`src/pkg/rtam_pkg.sv`:
```
// shared types and constants for the alarm repeat and power control block
package rtam_pkg;

   // register byte addresses
   localparam logic [7:0] RTAM_CTRL_ADDR   = 8'h00;
   localparam logic [7:0] RTAM_ALMMS_ADDR  = 8'h04;
   localparam logic [7:0] RTAM_ALMHD_ADDR  = 8'h08;
   localparam logic [7:0] RTAM_PWCT_ADDR   = 8'h0c;
   localparam logic [7:0] RTAM_STAT_ADDR   = 8'h10;

   // alarm minutes/seconds word field positions
   localparam int RTAM_SEC1_LSB  = 0;
   localparam int RTAM_SEC10_LSB = 4;
   localparam int RTAM_MIN1_LSB  = 8;
   localparam int RTAM_MIN10_LSB = 12;
   // alarm hour/date word field positions
   localparam int RTAM_HOUR_LSB  = 0;
   localparam int RTAM_WDAY_LSB  = 8;
   localparam int RTAM_DAY_LSB   = 16;
   localparam int RTAM_MONTH_LSB = 24;
   // status word field positions
   localparam int RTAM_ST_ALARM  = 0;
   localparam int RTAM_ST_WAKE   = 1;
   localparam int RTAM_ST_BUSY   = 2;
   localparam int RTAM_ST_CNT_LSB = 8;

   // alarm mask codes
   localparam logic [3:0] RTAM_MASK_HALF  = 4'h0;
   localparam logic [3:0] RTAM_MASK_SEC   = 4'h1;
   localparam logic [3:0] RTAM_MASK_10S   = 4'h2;
   localparam logic [3:0] RTAM_MASK_MIN   = 4'h3;
   localparam logic [3:0] RTAM_MASK_10M   = 4'h4;
   localparam logic [3:0] RTAM_MASK_HOUR  = 4'h5;
   localparam logic [3:0] RTAM_MASK_DAY   = 4'h6;
   localparam logic [3:0] RTAM_MASK_WEEK  = 4'h7;
   localparam logic [3:0] RTAM_MASK_MONTH = 4'h8;
   localparam logic [3:0] RTAM_MASK_YEAR  = 4'h9;

   // pin source select codes: power control, alarm pulse, half-second phase
   localparam logic [1:0] RTAM_SRC_PWC    = 2'h3;
   localparam logic [1:0] RTAM_SRC_ALARM  = 2'h0;
   localparam logic [1:0] RTAM_SRC_HALF   = 2'h1;

   // reset values and write masks
   localparam logic [31:0] RTAM_CTRL_RST  = 32'h0000_0000;
   localparam logic [31:0] RTAM_PWCT_RST  = 32'h0000_0101;
   localparam logic [31:0] RTAM_CTRL_WMSK = 32'h00ff_0fff;
   localparam logic [31:0] RTAM_PWCT_WMSK = 32'h0000_ffff;

   typedef struct packed {
      logic [7:0] rsvd_hi;
      logic [7:0] rpt_cnt;
      logic [3:0] rsvd_mid;
      logic [3:0] alarm_repeat_mask_code;
      logic       alarm_en;
      logic       alarm_repeat_forever;
      logic       power_ctl_polarity;
      logic [1:0] clock_pin_source_sel;
      logic       clock_pin_drive_on;
      logic       power_ctl_on;
      logic       clock_unit_on;
   } rtam_ctrl_t;

   // stabilise and sample windows, in half-second ticks
   typedef struct packed {
      logic [15:0] rsvd;
      logic [7:0]  sample_ticks;
      logic [7:0]  stab_ticks;
   } rtam_pwct_t;

   // bcd calendar time as seen by the comparator
   typedef struct packed {
      logic [4:0] month;
      logic [5:0] day;
      logic [2:0] wday;
      logic [5:0] hour;
      logic [2:0] min10;
      logic [3:0] min1;
      logic [2:0] sec10;
      logic [3:0] sec1;
   } rtam_time_t;

   typedef enum logic [1:0] {
      RTAM_PWC_IDLE,
      RTAM_PWC_STAB,
      RTAM_PWC_SAMPLE
   } rtam_pwc_st_t;

   typedef struct packed {
      logic         hready;
      logic         hresp;
      logic [31:0]  hrdata;
      logic         wr_pend;
      logic [7:0]   wr_addr;
      rtam_ctrl_t   ctrl;
      rtam_time_t   alm;
      rtam_pwct_t   pwct;
      logic         alarm_flag;
      logic         wake_seen;
      rtam_pwc_st_t pwc_st;
      logic [7:0]   pwc_cnt;
      logic         wake_s1;
      logic         wake_s2;
      logic         alarm_pulse;
      logic         wake_pulse;
      logic         pin;
      logic         pin_oe;
   } rtam_state_t;

endpackage : rtam_pkg

```
`src/rtam_top.sv`:
```
// alarm repeat decode and autonomous external power control with ahb-lite registers
// Notes on behaviour
// [RULE1] code 0000 half second, 0001 each second
// [RULE2] 0010 ten seconds, 0011 each minute
// [RULE3] 0100 ten minutes, 0101 each hour
// [RULE4] daily to yearly; feb 29 not annual
// [RULE5] power on, wait stable, sample, power off
// [RULE6] cycling runs alone, no processor needed
// [RULE7] needs unit, enable, pin drive, source 11
// [RULE8] output polarity chosen by software bit
// [RULE9] software should set repeat forever bit
// [RULE10] active low plus open drain, external pullup; the pin here is driven at both levels while O_RTC_PIN_OE is set
// [RULE11] coarser fields than period are ignored
`timescale 1ns/1ps
module rtam_top
   import rtam_pkg::*;
(
   input  wire logic        I_CLOCK,
   input  wire logic        I_ARST_N,
   input  wire logic        I_HSEL,
   input  wire logic [31:0] I_HADDR,
   input  wire logic [1:0]  I_HTRANS,
   input  wire logic        I_HWRITE,
   input  wire logic [2:0]  I_HSIZE,
   input  wire logic [31:0] I_HWDATA,
   input  wire logic        I_HREADY,
   output logic      [31:0] O_HRDATA,
   output logic             O_HREADYOUT,
   output logic             O_HRESP,
   input  wire logic        I_HALF_TICK,
   input  wire logic        I_HALF_PHASE,
   input  wire rtam_time_t  I_NOW_TIME,
   input  wire logic        I_WAKE,
   output logic             O_RTC_PIN,
   output logic             O_RTC_PIN_OE,
   output logic             O_ALARM_PULSE,
   output logic             O_WAKE_PULSE
);

   logic        rst_s1_reg;
   logic        rst_s2_reg;
   rtam_state_t state_reg;
   rtam_state_t state_next;
   logic [7:0]  hits;
   logic        all_hit;
   logic        match;
   logic        fire;
   logic        pwc_go;
   logic        take;
   logic [31:0] rd_data;
   logic [3:0]  mc;

   always_ff @(posedge I_CLOCK or negedge I_ARST_N)
   begin
      if (!I_ARST_N)
      begin
         rst_s1_reg <= 1'b0;
         rst_s2_reg <= 1'b0;
      end
      else
      begin
         rst_s1_reg <= 1'b1;
         rst_s2_reg <= rst_s1_reg;
      end
   end

   assign mc = state_reg.ctrl.alarm_repeat_mask_code;

   // [RULE11] finer fields only
   rtam_fld_cmp #(.W(4)) u_sec1 (.i_en(mc >= RTAM_MASK_10S), .i_now(I_NOW_TIME.sec1),
      .i_alm(state_reg.alm.sec1), .o_hit(hits[0]));
   rtam_fld_cmp #(.W(3)) u_sec10 (.i_en(mc >= RTAM_MASK_MIN), .i_now(I_NOW_TIME.sec10),
      .i_alm(state_reg.alm.sec10), .o_hit(hits[1]));
   rtam_fld_cmp #(.W(4)) u_min1 (.i_en(mc >= RTAM_MASK_10M), .i_now(I_NOW_TIME.min1),
      .i_alm(state_reg.alm.min1), .o_hit(hits[2]));
   rtam_fld_cmp #(.W(3)) u_min10 (.i_en(mc >= RTAM_MASK_HOUR), .i_now(I_NOW_TIME.min10),
      .i_alm(state_reg.alm.min10), .o_hit(hits[3]));
   rtam_fld_cmp #(.W(6)) u_hour (.i_en(mc >= RTAM_MASK_DAY), .i_now(I_NOW_TIME.hour),
      .i_alm(state_reg.alm.hour), .o_hit(hits[4]));
   rtam_fld_cmp #(.W(3)) u_wday (.i_en(mc == RTAM_MASK_WEEK), .i_now(I_NOW_TIME.wday),
      .i_alm(state_reg.alm.wday), .o_hit(hits[5]));
   rtam_fld_cmp #(.W(6)) u_day (.i_en(mc >= RTAM_MASK_MONTH), .i_now(I_NOW_TIME.day),
      .i_alm(state_reg.alm.day), .o_hit(hits[6]));
   // [RULE4] month and day compared, so feb 29 fires in leap years only
   rtam_fld_cmp #(.W(5)) u_month (.i_en(mc == RTAM_MASK_YEAR), .i_now(I_NOW_TIME.month),
      .i_alm(state_reg.alm.month), .o_hit(hits[7]));

   assign all_hit = &hits;

   always_comb
   begin
      match = 1'b0;
      case (mc)
         // [RULE1] every half-second tick
         RTAM_MASK_HALF:
            match = I_HALF_TICK;
         // [RULE1] [RULE2] [RULE3] [RULE4] on whole-second edge
         RTAM_MASK_SEC, RTAM_MASK_10S, RTAM_MASK_MIN, RTAM_MASK_10M, RTAM_MASK_HOUR,
         RTAM_MASK_DAY, RTAM_MASK_WEEK, RTAM_MASK_MONTH, RTAM_MASK_YEAR:
            match = I_HALF_TICK && !I_HALF_PHASE && all_hit;
         default:
            match = 1'b0;
      endcase
   end

   assign fire = match && state_reg.ctrl.alarm_en && state_reg.ctrl.clock_unit_on;

   // [RULE7] all four enables
   assign pwc_go = state_reg.ctrl.clock_unit_on && state_reg.ctrl.power_ctl_on
                   && state_reg.ctrl.clock_pin_drive_on
                   && (state_reg.ctrl.clock_pin_source_sel == RTAM_SRC_PWC);

   assign take = I_HSEL && I_HTRANS[1] && I_HREADY;

   always_comb
   begin
      rd_data = 32'h0000_0000;
      if (I_HADDR[31:8] == 24'h00_0000)
      begin
         case (I_HADDR[7:0])
            RTAM_CTRL_ADDR:
               rd_data = state_reg.ctrl;
            RTAM_ALMMS_ADDR:
            begin
               rd_data[RTAM_SEC1_LSB +: 4]  = state_reg.alm.sec1;
               rd_data[RTAM_SEC10_LSB +: 3] = state_reg.alm.sec10;
               rd_data[RTAM_MIN1_LSB +: 4]  = state_reg.alm.min1;
               rd_data[RTAM_MIN10_LSB +: 3] = state_reg.alm.min10;
            end
            RTAM_ALMHD_ADDR:
            begin
               rd_data[RTAM_HOUR_LSB +: 6]  = state_reg.alm.hour;
               rd_data[RTAM_WDAY_LSB +: 3]  = state_reg.alm.wday;
               rd_data[RTAM_DAY_LSB +: 6]   = state_reg.alm.day;
               rd_data[RTAM_MONTH_LSB +: 5] = state_reg.alm.month;
            end
            RTAM_PWCT_ADDR:
               rd_data = state_reg.pwct;
            RTAM_STAT_ADDR:
            begin
               rd_data[RTAM_ST_ALARM] = state_reg.alarm_flag;
               rd_data[RTAM_ST_WAKE]  = state_reg.wake_seen;
               rd_data[RTAM_ST_BUSY]  = state_reg.pwc_st != RTAM_PWC_IDLE;
               rd_data[RTAM_ST_CNT_LSB +: 8] = state_reg.ctrl.rpt_cnt;
            end
            default:
               rd_data = 32'h0000_0000;
         endcase
      end
   end

   always_comb
   begin
      state_next = state_reg;
      state_next.alarm_pulse = 1'b0;
      state_next.wake_pulse  = 1'b0;
      state_next.hready = 1'b1;
      state_next.hresp  = 1'b0;
      state_next.wr_pend = take && I_HWRITE;
      if (take)
         state_next.wr_addr = (I_HADDR[31:8] == 24'h00_0000) ? I_HADDR[7:0] : 8'hff;
      if (take && !I_HWRITE)
         state_next.hrdata = rd_data;

      if (state_reg.wr_pend)
      begin
         case (state_reg.wr_addr)
            RTAM_CTRL_ADDR:
               state_next.ctrl = rtam_ctrl_t'(I_HWDATA & RTAM_CTRL_WMSK);
            RTAM_ALMMS_ADDR:
            begin
               state_next.alm.sec1  = I_HWDATA[RTAM_SEC1_LSB +: 4];
               state_next.alm.sec10 = I_HWDATA[RTAM_SEC10_LSB +: 3];
               state_next.alm.min1  = I_HWDATA[RTAM_MIN1_LSB +: 4];
               state_next.alm.min10 = I_HWDATA[RTAM_MIN10_LSB +: 3];
            end
            RTAM_ALMHD_ADDR:
            begin
               state_next.alm.hour  = I_HWDATA[RTAM_HOUR_LSB +: 6];
               state_next.alm.wday  = I_HWDATA[RTAM_WDAY_LSB +: 3];
               state_next.alm.day   = I_HWDATA[RTAM_DAY_LSB +: 6];
               state_next.alm.month = I_HWDATA[RTAM_MONTH_LSB +: 5];
            end
            RTAM_PWCT_ADDR:
               state_next.pwct = rtam_pwct_t'(I_HWDATA & RTAM_PWCT_WMSK);
            RTAM_STAT_ADDR:
            begin
               // write one to clear; a same-cycle event below sets it again
               if (I_HWDATA[RTAM_ST_ALARM])
                  state_next.alarm_flag = 1'b0;
               if (I_HWDATA[RTAM_ST_WAKE])
                  state_next.wake_seen = 1'b0;
            end
            default:
               state_next.ctrl = state_next.ctrl;
         endcase
      end

      if (fire)
      begin
         state_next.alarm_flag  = 1'b1;
         state_next.alarm_pulse = 1'b1;
         // [RULE9] without repeat forever the count runs out
         if (!state_reg.ctrl.alarm_repeat_forever)
         begin
            if (state_reg.ctrl.rpt_cnt == 8'h00)
               state_next.ctrl.alarm_en = 1'b0;
            else
               state_next.ctrl.rpt_cnt = state_reg.ctrl.rpt_cnt - 8'h01;
         end
      end

      state_next.wake_s1 = I_WAKE;
      state_next.wake_s2 = state_reg.wake_s1;

      // [RULE5] [RULE6] sequence started by the alarm and timed by half-second ticks, no cpu involvement
      case (state_reg.pwc_st)
         RTAM_PWC_IDLE:
         begin
            if (fire && pwc_go)
            begin
               state_next.pwc_st  = RTAM_PWC_STAB;
               state_next.pwc_cnt = state_reg.pwct.stab_ticks;
            end
         end
         RTAM_PWC_STAB:
         begin
            if (I_HALF_TICK)
            begin
               if (state_reg.pwc_cnt <= 8'h01)
               begin
                  state_next.pwc_st  = RTAM_PWC_SAMPLE;
                  state_next.pwc_cnt = state_reg.pwct.sample_ticks;
               end
               else
                  state_next.pwc_cnt = state_reg.pwc_cnt - 8'h01;
            end
         end
         RTAM_PWC_SAMPLE:
         begin
            if (state_reg.wake_s2 && !state_reg.wake_seen)
               state_next.wake_pulse = 1'b1;
            if (state_reg.wake_s2)
               state_next.wake_seen = 1'b1;
            if (I_HALF_TICK)
            begin
               if (state_reg.pwc_cnt <= 8'h01)
                  state_next.pwc_st = RTAM_PWC_IDLE;
               else
                  state_next.pwc_cnt = state_reg.pwc_cnt - 8'h01;
            end
         end
         default:
            state_next.pwc_st = RTAM_PWC_IDLE;
      endcase
      // [RULE7] losing any enable ends the sequence at once; the device powers down unless the pin source was changed
      if (!pwc_go)
         state_next.pwc_st = RTAM_PWC_IDLE;

      state_next.pin_oe = state_next.ctrl.clock_pin_drive_on && state_next.ctrl.clock_unit_on;
      case (state_next.ctrl.clock_pin_source_sel)
         // [RULE8] on level equals polarity bit
         RTAM_SRC_PWC:
            state_next.pin = (state_next.pwc_st != RTAM_PWC_IDLE) ? state_next.ctrl.power_ctl_polarity
                                                                   : !state_next.ctrl.power_ctl_polarity;
         RTAM_SRC_ALARM:
            state_next.pin = state_next.alarm_pulse;
         RTAM_SRC_HALF:
            state_next.pin = I_HALF_PHASE;
         default:
            state_next.pin = 1'b0;
      endcase
   end

   always_ff @(posedge I_CLOCK or negedge rst_s2_reg)
   begin
      if (!rst_s2_reg)
      begin
         state_reg        <= '0;
         state_reg.hready <= 1'b1;
         state_reg.ctrl   <= rtam_ctrl_t'(RTAM_CTRL_RST);
         state_reg.pwct   <= rtam_pwct_t'(RTAM_PWCT_RST);
         state_reg.pwc_st <= RTAM_PWC_IDLE;
      end
      else
         state_reg <= state_next;
   end

   assign O_HRDATA      = state_reg.hrdata;
   assign O_HREADYOUT   = state_reg.hready;
   assign O_HRESP       = state_reg.hresp;
   assign O_RTC_PIN     = state_reg.pin;
   assign O_RTC_PIN_OE  = state_reg.pin_oe;
   assign O_ALARM_PULSE = state_reg.alarm_pulse;
   assign O_WAKE_PULSE  = state_reg.wake_pulse;
endmodule : rtam_top

```
`src/rtam_fld_cmp.sv`:
```
// one calendar field comparison, don't-care when not enabled
`timescale 1ns/1ps
module rtam_fld_cmp
   import rtam_pkg::*;
#(
   parameter int W = 4
)(
   input  wire logic         i_en,
   input  wire logic [W-1:0] i_now,
   input  wire logic [W-1:0] i_alm,
   output logic              o_hit
);

   assign o_hit = !i_en || (i_now == i_alm);

endmodule : rtam_fld_cmp

```
`config.mk`:
```
export PLATFORM = sky130hd
export DESIGN_NAME = rtam_top
export DESIGN_NICKNAME = d
export VERILOG_FILES = /design/src/pkg/rtam_pkg.sv /design/src/rtam_top.sv /design/src/rtam_fld_cmp.sv
export SDC_FILE = /design/constraint.sdc
export NUM_CORES = 1
export LEC_CHECK = 0
export BUFFER_PORTS_ARGS = -buffer_cell sky130_fd_sc_hd__buf_2
export CAP_MARGIN = 20
export CORE_AREA = 2 2 121 123
export DETAILED_ROUTE_END_ITERATION = 16
export DIE_AREA = 0 0 123 125
export GPL_TIMING_DRIVEN = 0
export PLACE_DENSITY = 0.85
export SLEW_MARGIN = 10
export SYNTH_ARGS = -nofsm -noshare
export SYNTH_HDL_FRONTEND = slang
export SYNTH_HIERARCHICAL = 1
export SYNTH_SLANG_ARGS = --single-unit
```
`constraint.sdc`:
```
create_clock -name I_CLOCK -period 3.75 [get_ports I_CLOCK]
set_input_delay 0.375 -clock I_CLOCK [delete_from_list [all_inputs] [get_ports I_CLOCK]]
set_output_delay 0.375 -clock I_CLOCK [all_outputs]
set_load 0.05 [all_outputs]
```
==> flow_summary_export.csv, run 1 <==
group,metric,value,unit
timing,hold_slack,0.0620,ns
timing,setup_ws,0.617,ns
timing,slew_headroom,41.5,%
route,wl_met1,7.98,mm
power_and_ir_drop,ir_drop,0.293,mV
die,num_rows,44,
layout,syn2layout_area_growth,22.1,%
placement,dpl.cell_count,965,
layout,drive_gt1_share,30.1,%
timing,setup_viol_count_final,0,
power_and_ir_drop,p_seq_share,45.6,%
timing,fmax,319,MHz
worst_setup_path,rrSetupSlack,0.62,ns
route,dr.pass1.iters,5,
layout,finalInstanceArea,8470,µm²
cts,htreeDepth,4,
die,start_util,48.8,%
timing,min_period_over_period,83.5,%
timing,grt_setup_unrepaired,"no",
timing,fin_skew,0.00726,ns
logic_synthesis,yosysMostFrequentCell,"dfrtp_1",
worst_setup_path,cp-end-kind,"register",
power_and_ir_drop,total_power,3.15,mW
timing,min_period,3.13,ns
logic_synthesis,ys_ff_latch,128,
worst_setup_path,critPathArrivalTime,3.43,ns
layout,num_antenna_cells,0,
logic_synthesis,avgSynthCellArea,10.8,µm²
cts,cts-hold-fix-buffers,1,
die,io_pins,149,
placement,io_buffers,135,
placement,gp_congestion,0.933,
cts,clock_sinks,128,
run,drv_cap,0,
die,coreArea,14200,µm²
logic_synthesis,syn_area,6940,µm²
route,wl_met3,1.54,mm
die,design.die.area,15400,µm²
power_and_ir_drop,internal-power,2.44,mW
power_and_ir_drop,p_sw,0.711,mW
grt,grt_max_degree,55,
timing,slew_viol_final,0,
layout,final_cells,998,
layout,regArea,3210,µm²
layout,fin_util,59.6,%
grt,grt_usage,25.4,%
route,wl_per_cell,18.7,µm
power_and_ir_drop,clkPwrFrac,48.4,%
cts,cts_tree,"built",
logic_synthesis,ys_types,72,
timing,finalHoldViolCount,0,
worst_setup_path,startpoint_type,"register",
logic_synthesis,synth_top_area_cell,"dfrtp_1",
route,ant_nets,0,
grt,grt-ovfl-total,0,
route,drc_errors,0,
die,die_h,125,µm
layout,largest_register_ffs,88,
logic_synthesis,synth_area_leaders,"dfrtp_1 (45%), mux2_1 (9.4%), buf_4 (4.1%), xor2_1 (3.2%), nand2_1 (2.9%)",
cts,cts.root.buffer_cell,"clkbuf_16",
route,drt_wl_total,18.6,mm
placement,place_area,7910,µm²
cts,clk_latency,0.42,ns
logic_synthesis,synth_warnings,6,
timing,fin_tns_setup,0,ns
worst_setup_path,cp.required,4.04,ns
logic_synthesis,async_flop_share,100,%
logic_synthesis,syn_inst,640,
logic_synthesis,synth_commonest_cells,"dfrtp_1 (126), mux2_1 (58), nand2_1 (53)",
route,num_vias,5668,
worst_setup_path,critPathKind,"register to register",
logic_synthesis,synth_top_cell_area_share,45.5,%
route,met2WireLength,8.66,mm
run_status,status,"finished clean",
placement,dpl_worst_slack,0.675,ns
logic_synthesis,ys_seq_area_share,46.2,%
die,chipWidth,123,µm
cts,cts_resized,0,
worst_setup_path,cp_max_fo,10,
power_and_ir_drop,share_comb_of_total_power,5.9,%
route,drt-initial-drc-count,486,
timing,worst_slew_pin_slew,0.876,ns
route,avgViaCountPerCell,5.68,
placement,dp_hpwl,14.2,mm
logic_synthesis,ys.flop_type,"dfrtp_1",
layout,num-nets-final,920,
layout,num-fill-cells,1222,
grt,antenna_found_initial,0,
grt,grt_pass1_vias,5546,
power_and_ir_drop,switching_share,22.6,%
power_and_ir_drop,powerDensity,372,nW/µm²
worst_hold_path,hold_class,"input pin to register",
logic_synthesis,synth_edf_count,0,
route,top_layer,"met4",
cts,clkTransAtPathRegs,0.06,ns
layout,multiInputGateArea,3280,µm²
grt,grt_pass1_wl,29.6,mm
power_and_ir_drop,leakage,4.24,nW
cts,postCtsSetupBuffers,0,
cts,cts_buffers,17,
cts,clock_path_buffers,2,
cell families after synthesis:
family	share of synthesized area, %
and+or+nand+nor	14.0
muxes	11.3
xor gates and xnor gates	4.92
buffers and inverters	6.75
AOI/OAI and AO/OA	15.2
other	0.108
DFF	46.2
adders and majority gates	1.44
power by group through the flow:
stage | Combinational [mW] | Sequential, mW | Clock, mW
floorplan | 0.0736 | 1.46 | 0
global placement | 0.158 | 1.48 | 0
detailed placement | 0.185 | 1.46 | 0
CTS | 0.187 | 1.43 | 1.54
global route | 0.205 | 1.44 | 1.61
finish | 0.187 | 1.44 | 1.52
final timing paths:
check | from | to | cells past startpoint
setup / recovery | mc[3] | O_RTC_PIN | 11
hold / removal | I_WAKE | state_next[4] | 1
setup reg to reg | mc[3] | O_RTC_PIN | 11
hold reg to reg | rst_s2_reg | O_ALARM_PULSE | 0
max in group asynchronous | rst_s2_reg | state_reg[26] | 1
min in group asynchronous | I_ARST_N | rst_s2_reg | 2
worst max-delay path, stage by stage (launching register included):
cell and delay (ns):
dfrtp_1 0.32, clkbuf_1 0.34, nand2_1 0.10, nor3_1 0.32, o31ai_1 0.21, and4_1 0.25, a41oi_1 0.35, or2_1 0.31
inv_2 0.11, a211oi_1 0.42, a211o_1 0.19, nand3_1 0.07
cell usage in the layout, fill, tap and decap left out, types with 7 or more instances in the layout:
master and count:
a21oi_1 17, a221o_1 12, a222oi_1 7, a22o_1 22, and3_1 7, buf_2 146
buf_4 38, clkbuf_1 21, clkbuf_16 17, dfrtp_1 125, ha_1 8, inv_1 17
mux2_1 58, mux2i_1 10, nand2_1 53, nand3_1 11, nor2_1 33, nor3_1 8
nor4_1 11, o21ai_0 7, o21ai_1 13, xnor2_1 14, xor2_1 25
per-layer routing:
layer	vias to the layer above	GRT usage [%]
met5	-	0
met4	0	8.96
met3	37	5.66
met2	251	39.6
met1	2760	35.0
li1	2620	-
cell type report:
cell class | instances | area share (%)
timing repair buffer | 138 | 8.66
inverter | 19 | 0.842
tap | 184 | 2.72
clock inverter | 3 | 0.251
clock buffer | 29 | 6.26
buffer | 64 | 4.68
sequential | 128 | 37.9
multi-input combinational | 433 | 38.7
(Power assumes the default switching activity.)
==> run 2, diff against run 1 <==
- clock period: 3.75 -> 2.82 ns (I/O delays scaled with it)
==> run 2 against run 1 <==
Die area unchanged. Design area grew 1.4%. Critical path type unchanged. Critical path depth fell by 2. Flip-flop and latch count did not move. Non-clock buffer count increased by 1. Critical endpoint is now state_reg[11]. Global-route usage is 0.072 points higher. Setup slack lost 0.49 ns.
==> flow_summary_export.csv, run 2 (synthesis gave the netlist of run 1 again) <==
group,metric,value,unit
worst_setup_path,reg2reg_from,"state_reg[65]",
cts,cts_buffers,17,
layout,largest_register_ffs,88,
worst_setup_path,cp_max_fo,8,
worst_setup_path,critPathKind,"register to register",
power_and_ir_drop,ir_drop,0.391,mV
worst_setup_path,critPathArrivalTime,2.99,ns
layout,finalInstanceArea,8590,µm²
worst_setup_path,cp.required,3.12,ns
timing,min_period,2.69,ns
route,drt-initial-drc-count,467,
power_and_ir_drop,internal-power,3.24,mW
worst_hold_path,hold_class,"input pin to register",
worst_hold_path,min-delay-start,"I_HWDATA[24]",
route,drc_errors,0,
power_and_ir_drop,clkPwrFrac,48.4,%
route,avgViaCountPerCell,5.73,
cts,clk_latency,0.42,ns
worst_setup_path,r2r-end,"state_reg[11]",
timing,setup_ws,0.125,ns
placement,gp_congestion,0.933,
die,io_pins,149,
cts,cts_tree,"built",
timing,setup_viol_count_final,0,
worst_setup_path,cp-end-kind,"register",
grt,use_met3,5.66,%
timing,fin_skew,0.00751,ns
grt,grt_max_degree,55,
worst_setup_path,rrSetupSlack,0.13,ns
timing,grt_setup_unrepaired,"no",
grt,grt_pass1_vias,5547,
cts,clock_path_buffers,2,
power_and_ir_drop,p_sw,0.950,mW
worst_setup_path,cp_slowest_cell,"dfrtp_1",
power_and_ir_drop,leakage,4.29,nW
grt,grt_pass1_wl,29.7,mm
cts,clock_sinks,128,
route,ant_nets,0,
run,drv_cap,0,
die,start_util,48.8,%
grt,grt_util_met1,35.2,%
timing,min_period_over_period,95.6,%
power_and_ir_drop,switching_share,22.7,%
timing,fmax,371,MHz
power_and_ir_drop,share_comb_of_total_power,6.0,%
worst_setup_path,crit_chain,"xnor2_1 > nand4_1 > o31ai_4 > and4_1 > a41oi_4 > or2_4 > o21ai_4 > o211ai_4 > mux2_1",
grt,grt_usage,25.5,%
placement,dpl_worst_slack,-0.199,ns
die,design.die.area,15400,µm²
worst_hold_path,holdPathStages,2,
route,dr.pass1.iters,5,
route,drt_wl_total,18.7,mm
die,die_h,125,µm
grt,grt-busiest-layer,"met2",
layout,num_antenna_cells,0,
timing,worst_slew_pin_slew,0.875,ns
layout,mostFrequentLayoutCell,"buf_2",
placement,dp_hpwl,14.2,mm
power_and_ir_drop,powerDensity,488,nW/µm²
worst_setup_path,startpoint_type,"register",
grt,antenna_found_initial,0,
timing,slew_viol_final,0,
power_and_ir_drop,p_seq_share,45.6,%
cts,clkTransAtPathRegs,0.05,ns
placement,place_area,7910,µm²
cts,htreeDepth,4,
timing,slew_headroom,41.6,%
placement,io_buffers,135,
worst_hold_path,hold_end,"state_reg[79]",
route,num_vias,5723,
die,coreArea,14200,µm²
layout,drive_gt1_share,31.4,%
worst_setup_path,ff2ff_path_depth,9,
layout,syn2layout_area_growth,23.8,%
layout,final_cell_mix,"buf_2 (146), dfrtp_1 (125), mux2_1 (57)",
worst_setup_path,cp_num_buf_inv,0,
die,chipWidth,123,µm
grt,use_met2,39.6,%
power_and_ir_drop,total_power,4.19,mW
route,wl_per_cell,18.7,µm
run_status,status,"finished clean",
timing,finalHoldViolCount,0,
layout,num-nets-final,921,
grt,grt-ovfl-total,0,
cts,cts.root.buffer_cell,"clkbuf_16",
die,num_rows,44,
worst_setup_path,slowest_delay,0.42,ns
worst_setup_path,cp_top_family,"simple AND/OR/NAND/NOR gates",
==> run 2: what timing repair did <==
action | 4_1_cts | 5_1_grt
resized for setup | 5 | 12
endpoints found under the hold margin | 3 | 0
hold buffers | 2 | 0
pin swaps | 0 | 1
setup endpoints to repair | 15 | 17
buffers inserted | 0 | 1
==> run 2: final cells by class <==
type                       count  area (µm²)
fill                        1203        5620
buffer                        63         393
multi-input combinational    433        3380
sequential                   128        3210
tap                          184         230
inverter                      19        71.3
clock inverter                 3        21.3
clock buffer                  29         531
timing repair buffer         140         751
==> run 2: routing by layer <==
| metal | part of all wire (%) | up-vias |
|---|---|---|
| met5 | 0 | - |
| met4 | 2.4 | 0 |
| met3 | 8.0 | 34 |
| met2 | 47 | 281 |
| met1 | 43 | 2777 |
| li1 | - | 2631 |
==> run 2: how the worst max path moves through the flow <==
stage	slack (ns)	cells past startpoint	start	to
2_1_floorplan	0.34	10	mc[3]	state_reg[9]
3_3_place_gp	-0.12	11	mc[3]	O_RTC_PIN
3_5_place_dp	-0.20	11	mc[3]	O_RTC_PIN
4_1_cts	0.02	9	state_reg[65]	state_reg[11]
5_1_grt	0.008	9	state_reg[64]	state_reg[11]
6_report	0.13	9	state_reg[65]	state_reg[11]
==> run 2: worst register-to-register path, delay by kind of cell, from the launching register on <==
kind,cells,cell delay (ns)
XOR/XNOR,1,0.18
AO/OA/AOI/OAI,4,0.79
flip-flops,1,0.42
AND/OR/NAND/NOR,3,0.83
multiplexers,1,0.36
==> run 2: through the flow <==
stage | util (%) | hold slack (ns) | setup TNS, ns | std cells
2_1_floorplan | - | -0.0136 | 0 | 644
3_3_place_gp | 55.3 | 0.0677 | -6.94 | 963
3_5_place_dp | 55.7 | 0.0678 | -1.46 | 965
4_1_cts | 59.9 | 0.0692 | 0 | 998
5_1_grt | 60.5 | 0.0763 | 0 | 999
6_report | 60.5 | 0.0801 | 0 | 999
==> run 2: power groups by stage <==
stage	Sequential, mW	Clock, mW	Combinational [mW]
CTS	1.91	2.05	0.250
floorplan	1.95	0	0.0979
detailed placement	1.94	0	0.247
global route	1.91	2.15	0.277
global placement	1.96	0	0.210
finish	1.91	2.03	0.253
